$ cat src/core/awd_pkg.sv
/*
  Shared constants and types for the converter control and window detector.
  Assumes one system clock domain and a byte-wide register port driven by
  the processor side; nothing here holds state.
*/
package awd_pkg;

  // ---------------------------------------------------------------------
  // Register addresses on the byte-wide register port
  // ---------------------------------------------------------------------
  localparam logic [7:0] AWD_CTRL_ADDR   = 8'hE8; // adc_control_status.
  localparam logic [7:0] AWD_GTH_ADDR    = 8'hC4; // greater_limit_high.
  localparam logic [7:0] AWD_GTL_ADDR    = 8'hC3; // greater_limit_low.
  localparam logic [7:0] AWD_LTH_ADDR    = 8'hC6; // less_limit_high.
  localparam logic [7:0] AWD_LTL_ADDR    = 8'hC5; // less_limit_low.
  localparam logic [7:0] AWD_RESH_ADDR   = 8'hBE; // result_word_high.
  localparam logic [7:0] AWD_RESL_ADDR   = 8'hBD; // result_word_low.

  // ---------------------------------------------------------------------
  // Bit positions inside adc_control_status
  // ---------------------------------------------------------------------
  localparam int AWD_BIT_EN   = 7; // converter_enable.
  localparam int AWD_BIT_TM   = 6; // tracking_mode_select.
  localparam int AWD_BIT_DONE = 5; // conversion_done_flag.
  localparam int AWD_BIT_BUSY = 4; // conversion_busy_start.
  localparam int AWD_BIT_WIN  = 3; // window_compare_flag.
  localparam int AWD_SRC_MSB  = 2; // start_source_select, upper bit.

  // ---------------------------------------------------------------------
  // Values after reset and encodings
  // ---------------------------------------------------------------------
  localparam logic [7:0]  AWD_CTRL_RST  = 8'h00;
  localparam logic [15:0] AWD_LIMIT_RST = 16'h0000;
  localparam logic [15:0] AWD_RES_RST   = 16'h0000;
  localparam logic [7:0]  AWD_RDATA_RST = 8'h00;
  localparam logic [2:0]  AWD_SRC_SW    = 3'h0; // Start by writing the busy bit.

  // ---------------------------------------------------------------------
  // Types
  // ---------------------------------------------------------------------
  typedef enum logic {AWD_IDLE, AWD_CONV} awd_state_e;

  // One access on the register port.
  typedef struct packed {
    logic [7:0] addr;
    logic       wr;
    logic       rd;
    logic [7:0] wdata;
  } awd_sfr_s;

  // End of conversion report from the converter core.
  typedef struct packed {
    logic       done;
    logic [9:0] data;
  } awd_conv_s;

  // The whole state of the control block.
  typedef struct packed {
    awd_state_e  state;
    logic        en;
    logic        tm;
    logic        done;
    logic        win;
    logic [2:0]  src;
    logic [15:0] gt;
    logic [15:0] lt;
    logic [15:0] res;
    logic [7:0]  rdata;
    logic        start;
  } awd_regs_s;

  // Right-justified result word; differential results are sign-extended.
  function automatic logic [15:0] awd_extend(input logic [9:0] d, input logic diff);
    awd_extend = {{6{diff & d[9]}}, d};
  endfunction : awd_extend

endpackage : awd_pkg

$ cat src/core/awd_win_cmp.sv
/*
  Window comparator: decides whether a 10-bit result meets the window set by
  a greater-than and a less-than limit. Purely combinational; the caller
  samples the answer on the cycle that a conversion ends.
*/
`timescale 1ns/1ps
module awd_win_cmp (
  // Operands
  input  wire logic [9:0] result,
  input  wire logic [9:0] gt_limit,
  input  wire logic [9:0] lt_limit,
  // Mode: high for two's-complement differential data
  input  wire logic       diff_mode,
  // Answer
  output logic            hit
);
  import awd_pkg::*;

  // Flipping the sign bit maps two's-complement order onto unsigned order,
  // so one set of unsigned comparators serves both modes.
  function automatic logic [9:0] awd_key(input logic [9:0] v, input logic diff);
    awd_key = {v[9] ^ diff, v[8:0]};
  endfunction : awd_key

  logic [9:0] r_k;   // Ordered result.
  logic [9:0] g_k;   // Ordered greater-than limit.
  logic [9:0] l_k;   // Ordered less-than limit.

  // Compare in the ordering that the mode asks for.
  always_comb begin
    r_k = awd_key(result, diff_mode);   // [RQ6] [RQ7]
    g_k = awd_key(gt_limit, diff_mode); // [RQ6] [RQ7]
    l_k = awd_key(lt_limit, diff_mode); // [RQ6] [RQ7]
    if (l_k > g_k) begin
      // Inside window: strictly between the two limits.
      hit = (r_k > g_k) && (r_k < l_k); // [RQ4] [RQ5]
    end else begin
      // Outside window: below less-than or above greater-than.
      hit = (r_k < l_k) || (r_k > g_k); // [RQ4]
    end
  end

endmodule : awd_win_cmp

$ cat src/core/awd_ctrl.sv
/*
  Control, status and window-detector registers of a 10-bit converter.
  Assumes a same-clock converter core that takes a one-cycle start pulse and
  reports the end of a conversion with a one-cycle done strobe and the data.
  The register port is a synchronous byte port with separate strobes.
*/
// Notes on behaviour
// RQ1: Compare every new result against both limits.
// RQ2: Window flag readable by software for polling.
// RQ3: Limits from greater and less registers, byte-split.
// RQ4: Limit ordering alone picks inside or outside.
// RQ5: Less above greater: flag strictly between limits.
// RQ6: Single-ended: compare as 10-bit unsigned values.
// RQ7: Differential: compare as 10-bit signed values.
// RQ8: Busy write starts conversion; busy, then done flag.
`timescale 1ns/1ps
module awd_ctrl (
  // Clock and reset
  input  wire logic         mclk,
  input  wire logic         sys_rst,
  // Register port
  input  awd_pkg::awd_sfr_s sfr,
  output logic [7:0]        sfr_rdata,
  // Converter core
  input  awd_pkg::awd_conv_s conv,
  input  wire logic         differential_mode,
  output logic              conv_start,
  output logic              converter_enable,
  output logic              tracking_mode_select,
  // Status levels
  output logic              conversion_done_flag,
  output logic              window_compare_flag
);
  import awd_pkg::*;

  // -----------------------------------------------------------------------
  // State
  // -----------------------------------------------------------------------
  awd_regs_s q_r;    // Registered state.
  awd_regs_s q_nxt;  // Next state.
  logic      hit;    // Comparator answer for the incoming result.
  logic      conv_end; // Conversion finishes this cycle.
  logic      sw_start; // Software start request accepted this cycle.

  // The comparator looks at the word being delivered, so the flag lands
  // together with the result register rather than one cycle behind it.
  awd_win_cmp u_cmp (
    .result    (conv.data),
    .gt_limit  (q_r.gt[9:0]),
    .lt_limit  (q_r.lt[9:0]),
    .diff_mode (differential_mode),
    .hit       (hit)
  );

  // -----------------------------------------------------------------------
  // Next-state logic
  // -----------------------------------------------------------------------
  // Register writes come first and hardware events last, so an event in the
  // cycle that software clears its flag still leaves the flag set.
  always_comb begin
    q_nxt       = q_r;
    q_nxt.start = 1'b0;
    conv_end    = (q_r.state == AWD_CONV) && conv.done;
    sw_start    = sfr.wr && (sfr.addr == AWD_CTRL_ADDR) && sfr.wdata[AWD_BIT_BUSY]
                  && (sfr.wdata[AWD_SRC_MSB:0] == AWD_SRC_SW) && sfr.wdata[AWD_BIT_EN]
                  && (q_r.state == AWD_IDLE);
    if (sfr.wr) begin
      case (sfr.addr)
        AWD_CTRL_ADDR: begin
          q_nxt.en   = sfr.wdata[AWD_BIT_EN];
          q_nxt.tm   = sfr.wdata[AWD_BIT_TM];
          q_nxt.done = sfr.wdata[AWD_BIT_DONE];
          q_nxt.win  = sfr.wdata[AWD_BIT_WIN];
          q_nxt.src  = sfr.wdata[AWD_SRC_MSB:0];
        end
        AWD_GTH_ADDR: q_nxt.gt[15:8] = sfr.wdata; // [RQ3]
        AWD_GTL_ADDR: q_nxt.gt[7:0]  = sfr.wdata; // [RQ3]
        AWD_LTH_ADDR: q_nxt.lt[15:8] = sfr.wdata; // [RQ3]
        AWD_LTL_ADDR: q_nxt.lt[7:0]  = sfr.wdata; // [RQ3]
        default: begin
          // Result registers and unmapped addresses ignore writes.
        end
      endcase
    end
    // Conversion sequencing.
    case (q_r.state)
      AWD_IDLE: begin
        if (sw_start) begin
          q_nxt.start = 1'b1;      // [RQ8]
          q_nxt.state = AWD_CONV;  // [RQ8]
        end
      end
      AWD_CONV: begin
        if (conv.done) begin
          q_nxt.state = AWD_IDLE;
          q_nxt.res   = awd_extend(conv.data, differential_mode);
          q_nxt.done  = 1'b1;      // [RQ8]
          if (hit) begin
            q_nxt.win = 1'b1;      // [RQ1]
          end
        end
      end
      default: q_nxt.state = AWD_IDLE;
    endcase
    // Read data is registered; busy reflects the live conversion state.
    case (sfr.addr)
      AWD_CTRL_ADDR: q_nxt.rdata = {q_r.en, q_r.tm, q_r.done, q_r.state == AWD_CONV,
                                    q_r.win, q_r.src}; // [RQ2]
      AWD_GTH_ADDR:  q_nxt.rdata = q_r.gt[15:8];
      AWD_GTL_ADDR:  q_nxt.rdata = q_r.gt[7:0];
      AWD_LTH_ADDR:  q_nxt.rdata = q_r.lt[15:8];
      AWD_LTL_ADDR:  q_nxt.rdata = q_r.lt[7:0];
      AWD_RESH_ADDR: q_nxt.rdata = q_r.res[15:8];
      AWD_RESL_ADDR: q_nxt.rdata = q_r.res[7:0];
      default:       q_nxt.rdata = AWD_RDATA_RST;
    endcase
    if (!sfr.rd) begin
      q_nxt.rdata = q_r.rdata; // Hold the last answer between reads.
    end
  end

  // -----------------------------------------------------------------------
  // State register
  // -----------------------------------------------------------------------
  // Every field takes a constant under reset.
  always_ff @(posedge mclk or posedge sys_rst) begin
    if (sys_rst) begin
      q_r.state <= AWD_IDLE;
      q_r.en    <= AWD_CTRL_RST[AWD_BIT_EN];
      q_r.tm    <= AWD_CTRL_RST[AWD_BIT_TM];
      q_r.done  <= AWD_CTRL_RST[AWD_BIT_DONE];
      q_r.win   <= AWD_CTRL_RST[AWD_BIT_WIN];
      q_r.src   <= AWD_CTRL_RST[AWD_SRC_MSB:0];
      q_r.gt    <= AWD_LIMIT_RST;
      q_r.lt    <= AWD_LIMIT_RST;
      q_r.res   <= AWD_RES_RST;
      q_r.rdata <= AWD_RDATA_RST;
      q_r.start <= 1'b0;
    end else begin
      q_r <= q_nxt;
    end
  end

  // -----------------------------------------------------------------------
  // Outputs, all straight from the state register
  // -----------------------------------------------------------------------
  assign sfr_rdata            = q_r.rdata;
  assign conv_start           = q_r.start;
  assign converter_enable     = q_r.en;
  assign tracking_mode_select = q_r.tm;
  assign conversion_done_flag = q_r.done;
  assign window_compare_flag  = q_r.win;
endmodule : awd_ctrl

$ cat config.mk
export PLATFORM = sky130hd
export DESIGN_NAME = awd_ctrl
export DESIGN_NICKNAME = d
export VERILOG_FILES = /design/src/core/awd_pkg.sv /design/src/core/awd_win_cmp.sv /design/src/core/awd_ctrl.sv
export SDC_FILE = /design/constraint.sdc
export NUM_CORES = 1
export LEC_CHECK = 0
export BUFFER_PORTS_ARGS = -buffer_cell sky130_fd_sc_hd__buf_2
export CORE_MARGIN = 5
export CORE_UTILIZATION = 50
export CTS_CLUSTER_DIAMETER = 80
export DETAILED_ROUTE_END_ITERATION = 8
export HOLD_SLACK_MARGIN = 0.08
export PLACE_DENSITY = 0.74
export SETUP_SLACK_MARGIN = 0.05
export SYNTH_ARGS = -nofsm -noshare
export SYNTH_HDL_FRONTEND = slang
export SYNTH_SLANG_ARGS = --single-unit
$ cat constraint.sdc
create_clock -name mclk -period 1.9 [get_ports mclk]
set_clock_uncertainty 0.2 [all_clocks]
set_input_delay 0.095 -clock mclk [delete_from_list [all_inputs] [get_ports mclk]]
set_output_delay 0.095 -clock mclk [all_outputs]
set_load 0.05 [all_outputs]
# [After elaboration in Yosys (flattened, before gate mapping)]
# Cells that the tools add are included.
[word_totals] ff_bits=60 in_bits=32 out_inout_bits=13 word_cells=57
[classes] magnitude_cmp=3 n_eq_ne=7 n_mux=15 bitwise_logic=5 n_reduce_logical=14
[ops] cell="$eq A8 B8 Y1 const B" n=7
[ops] cell="$pmux W8 S7" n=1
[ops] cell="$mux W37" n=1
[ops] cell="$mux W8" n=4
[ops] cell="$gt A10 B10 Y1" n=2
[ops] cell="$reduce_and A2 Y1" n=6
[ops] cell="$lt A10 B10 Y1" n=1
[ops] cell="$logic_and A1 B1 Y1" n=6
[ops] cell="$mux W1" n=5
[ops] cell="$mux W5" n=1
[ops] cell="$mux W2" n=2
[ops] cell="$logic_not A3 Y1" n=1
[ops] cell="$xor A1 B1 Y1" n=3
[ops] cell="$pmux W1 S2" n=1
[ops] cell="$and A1 B1 Y1" n=1
[ops] cell="$logic_or A1 B1 Y1" n=1
[ops] cell="$not A1 Y1" n=1

# [Longest topological paths before layout]
[depth] depth_word=8 ltp_mapped=8 depth_no_buf=8

# [Cells and area by module]
# From an unflattened synthesis, not the netlist that was laid out.
[hier_totals] cells_unflattened=320 area_unflattened_um2=3529.6
[by_module_without_submodules] mod="awd_ctrl" instances=1 cells_per_inst=226 area_each_um2=2795.2 seq_area_each_um2=1501.4
[by_module_without_submodules] mod="awd_win_cmp" instances=1 cells_per_inst=94 area_each_um2=734.5 seq_area_each_um2=0.0

# [Worst setup path after synthesis]
# OpenSTA, ideal clock, no wires.
[synth_timing] kind="reg-to-reg" start="register q_r[28] (netlist name)" end="register q_r, in the netlist window_compare_flag" setup_time_ps=69 t_arrival_ps=1655 required_ps=1631 path_slack_ps=-24 stages_incl_launch_ff=9 path_buffers=0 period_less_slack_ps=1924 path_cell_list="dfrtp_1 -> inv_1 -> ha_1 -> a211o_1 -> a21oi_1 -> o21ai_0 -> a221oi_1 -> o221ai_1 -> nand3_1"
[synth_rtl] element="from (decl)" line_no="awd_ctrl.sv:39" rtl="awd_regs_s q_r;"
[synth_rtl] element="from (signal assigned)" line_no="awd_ctrl.sv:140" rtl="q_r <= q_nxt;"

==> summary.md <==
| Metric | Value |
|---|---|
| Status | finished, violations left |
| Failing checks | negative setup slack |
| Dominant cell type by area after synthesis | dfrtp_1 |
| ANT nets after route | 0 |
| Detail-routed via count per cell | 5.592 |
| H-tree lvl count | 3 |
| Fin nets | 479 |
| Fraction of registers with async set/reset | 100.0% |
| Switching share of power | 26.64% |
| Hold crit path type | input pin to flop |
| Main combinational cell family by area after synthesis | multiplexers |
| Tot Pwr | 2.988 mW |
| Synth Area in Adders | 9.938% |
| Worst flop-to-flop path endpoint | window_compare_flag$_DFF_PP0_ |
| Largest net degree at the start of global routing | 40 |
| DRC violations left | 0 |
| Final GP Congestion | 0.8418 |
| Crit. Startpoint | q_r[28]$_DFFE_PP0P_ |
| Worst path max stage delay | 0.40 ns |
| Max-cap violations | 0 |
| Core Area | 7176 um2 |
| Chip height | 95.45 um |
| Seq cells post-synth | 60 |
| Crit path required time | 1.98 ns |
| WL/cell | 18.28 um |
| Clk pwr share | 38.4% |
| Post-Synth Simple-Gate Area | 12.34% |
| Number of port buffers | 44 |
| Starting Density | 50.88% |
| GRT overflow | 0 |
| Post-synthesis xor/xnor area fraction | 0.4798% |
| Multiplexer share of the synthesized area | 16.83% |
| Post-synth design cell area | 3651 um2 |
| WHS | 0.1023 ns |
| Initial antenna violation count | 0 |
| Startpoint Class | flop |
| Part of the cycle the worst path needs | 106.4% |
| P_int | 2.192 mW |
| Share of layout cells above drive strength 1 | 35.93% |
| Cell family with most CP delay | compound AO/OA/AOI/OAI gates |
| Maximum vdd ir drop | 0.4993 mV |
| 1st-pass router iterations | 5 |
| Final worst slack | -0.1211 ns |
| Routed WL | 9541 um |
| Share of the synthesized area in the top cell type | 41.12% |
| Ys Warns | 0 |
| Psw | 796.1 uW |
| Syn Area/Cell | 11.06 um2 |
| Vias in the first global route | 3162 |
| Logic pwr share | 16.4% |
| Final critical-path required period | 2.021 ns |
| Most frequent cells in the layout | 60 x dfrtp_1, 47 x mux2_2, 44 x buf_2 |
| Reg2Reg Depth | 8 |
| Unrepaired setup endpoints after global routing | true |
| Ports | 45 |
| Die width | 95.45 um |
| DR vias | 2919 |
| Fin. max-slew vios | 0 |
| Dpl hpwl | 6887 um |
| Worst-path clk slew | 0.07 ns |
| Hold endpoint | q_r[32]$_DFFE_PP0P_ |
| Fmax | 494.8 MHz |
| All-Layer GR Usage | 22.67% |
| Layout Utilization | 64.12% |
| WP depth | 8 |
| R2R Path Start | q_r[28]$_DFFE_PP0P_ |
| Worst Path Class, Setup | flop to flop |
| P&R area growth vs syn | 26.01% |
| Skew-Pair Late Insertion Delay | 0.35 ns |
| Library cells used by synthesis | 52 |
| Flop pwr share | 45.2% |
| CTS Sinks | 60 |
| R2R setup slack | -0.12 ns |
| EDFF count, synth | 0 |
| Crit-path cells | inv_2 > ha_4 > a211o_1 > a21oi_2 > o21ai_1 > a221oi_2 > o221ai_1 > nand3_1 |
| Dpl cells | 479 |
| Rel. slew slack | 68.10% |
| Max clock buf depth | 2 |
| Root Buffer | clkbuf_8 |
| Std cell rows | 31 |
| Slowest library cell on the worst path | dfrtp_1 |
| Min-delay src | sfr[15] |
| Setup-failing EPs final | 1 |
| Pwr dens | 649.5 nW/um2 |
| Synth Area in Compound Gates | 13.13% |
| First-pass GRT wire length | 15490 um |
| CTS tree | yes |
| Non-filler cells, final | 522 |
| CP Max Fanout | 3 |
| Register area share after synthesis | 41.12% |
| Hold path depth | 4 |
| Worst-Margin Slew | 0.4779 ns |
| Worst Path Buf+Inv | 1 |
| Num CTS Buffers | 9 |
| Crit path DAT | 2.10 ns |
| Top_reg_cell synth | dfrtp_1 |
| 1st-iter DRT viols | 175 |
| P_leak | 2.229 nW |
| ANT cells | 0 |
| Final hold viol count | 0 |
| Commonest non-fill, non-tap cell in the layout | dfrtp_1 |
| DIE AREA | 9111 um2 |
| Synthesized Nets | 391 |
| Top cells by area, synth | dfrtp_1 41%, mux2_2 14%, ha_1 9.9% |
| CP endpoint kind | flop |
| Cell count after synthesis | 330 |
==> per-stage QoR <==
stage	TNS [ns]	setup slack, ns	area [um2]
floorplan	0	0.05157	3657
global placement	-0.01353	-0.01353	4106
detailed placement	-0.09929	-0.09929	4106
CTS	-0.09917	-0.09917	4564
global route	-0.2806	-0.2130	4601
finish	-0.1211	-0.1211	4601
==> Yosys cell counts (all sizes together) (2+ instances only) <==
cell type / number
dfrtp: 60
mux2: 48
inv: 30
ha: 29
nand2: 26
a21oi: 17
buf: 15
o21ai: 13
nand3: 10
o22ai: 9
a21o: 7
mux2i: 7
a221o: 5
nor2: 5
nor4: 4
a221oi: 3
a22oi: 3
and4: 3
clkbuf: 3
nor2b: 3
o21a: 3
a22o: 2
nand2b: 2
nand4: 2
nor3: 2
xnor2: 2
==> flip-flops by register name (all words and copies together), names as in the netlist <==
signal and count:
conversion_done_flag 1, conv_start 1, converter_enable 1, window_compare_flag 1
sfr_rdata 8, tracking_mode_select 1, q_r 47
==> how the worst max path moves through the flow <==
stage | to | slack [ns]
global placement | window_compare_flag$_DFF_PP0_ | -0.01
CTS | window_compare_flag$_DFF_PP0_ | -0.1
floorplan | window_compare_flag$_DFF_PP0_ | 0.05
global route | window_compare_flag$_DFF_PP0_ | -0.21
detailed placement | window_compare_flag$_DFF_PP0_ | -0.1
finish | window_compare_flag$_DFF_PP0_ | -0.12
==> logic make-up (layout without fill, tap and decap cells) <==
| kind of cell | after synthesis | in the layout |
|---|---|---|
| AO/OA/AOI/OAI | 70 | 70 |
| multiplexers | 55 | 55 |
| adder cells (fa/ha/maj) | 29 | 29 |
| flip-flops | 60 | 60 |
| AND/OR/NAND/NOR | 66 | 66 |
| XOR/XNOR | 2 | 2 |
| buffers and inverters | 48 | 141 |
==> layout make-up <==
type | instances | area [um2]
fillers | 541 | 2575
inverters | 30 | 112.6
well taps | 99 | 123.9
repair buffers | 95 | 700.7
clock inverters | 4 | 48.80
multi-input cells | 222 | 1968
clock buffers | 12 | 145.1
flip-flops and latches | 60 | 1501
==> what timing repair did <==
| action | CTS | global route |
|---|---|---|
| hold endpoints to repair | 120 | 0 |
| pin swaps | 4 | 3 |
| setup endpoints to repair | 1 | 8 |
| gates resized for setup | 3 | 2 |
| hold buffers | 24 | 0 |
| setup buffers | 1 | 2 |
==> routing by layer <==
metal / up-vias / track usage [%] / part of all wire (%)
li1: 1369 / - / -
met1: 1437 / 28.29 / 41
met2: 89 / 38.43 / 51
met3: 24 / 4.183 / 5.6
met4: 0 / 9.597 / 2.6
met5: - / 0 / 0
==> power by group through the flow <==
stage | clock network [mW] | registers [mW] | logic [mW]
finish | 1.15 | 1.35 | 0.489
global route | 1.21 | 1.35 | 0.546
CTS | 1.16 | 1.35 | 0.478
detailed placement | 0 | 1.37 | 0.430
global placement | 0 | 1.37 | 0.412
floorplan | 0 | 1.38 | 0.251
==> tightest hold or removal path: stages <==
cell     delay, ns
buf_2         0.16
nor4_4        0.08
nand3_1       0.12
mux2_2        0.17
Note: power is estimated with default switching activity, not from simulation.
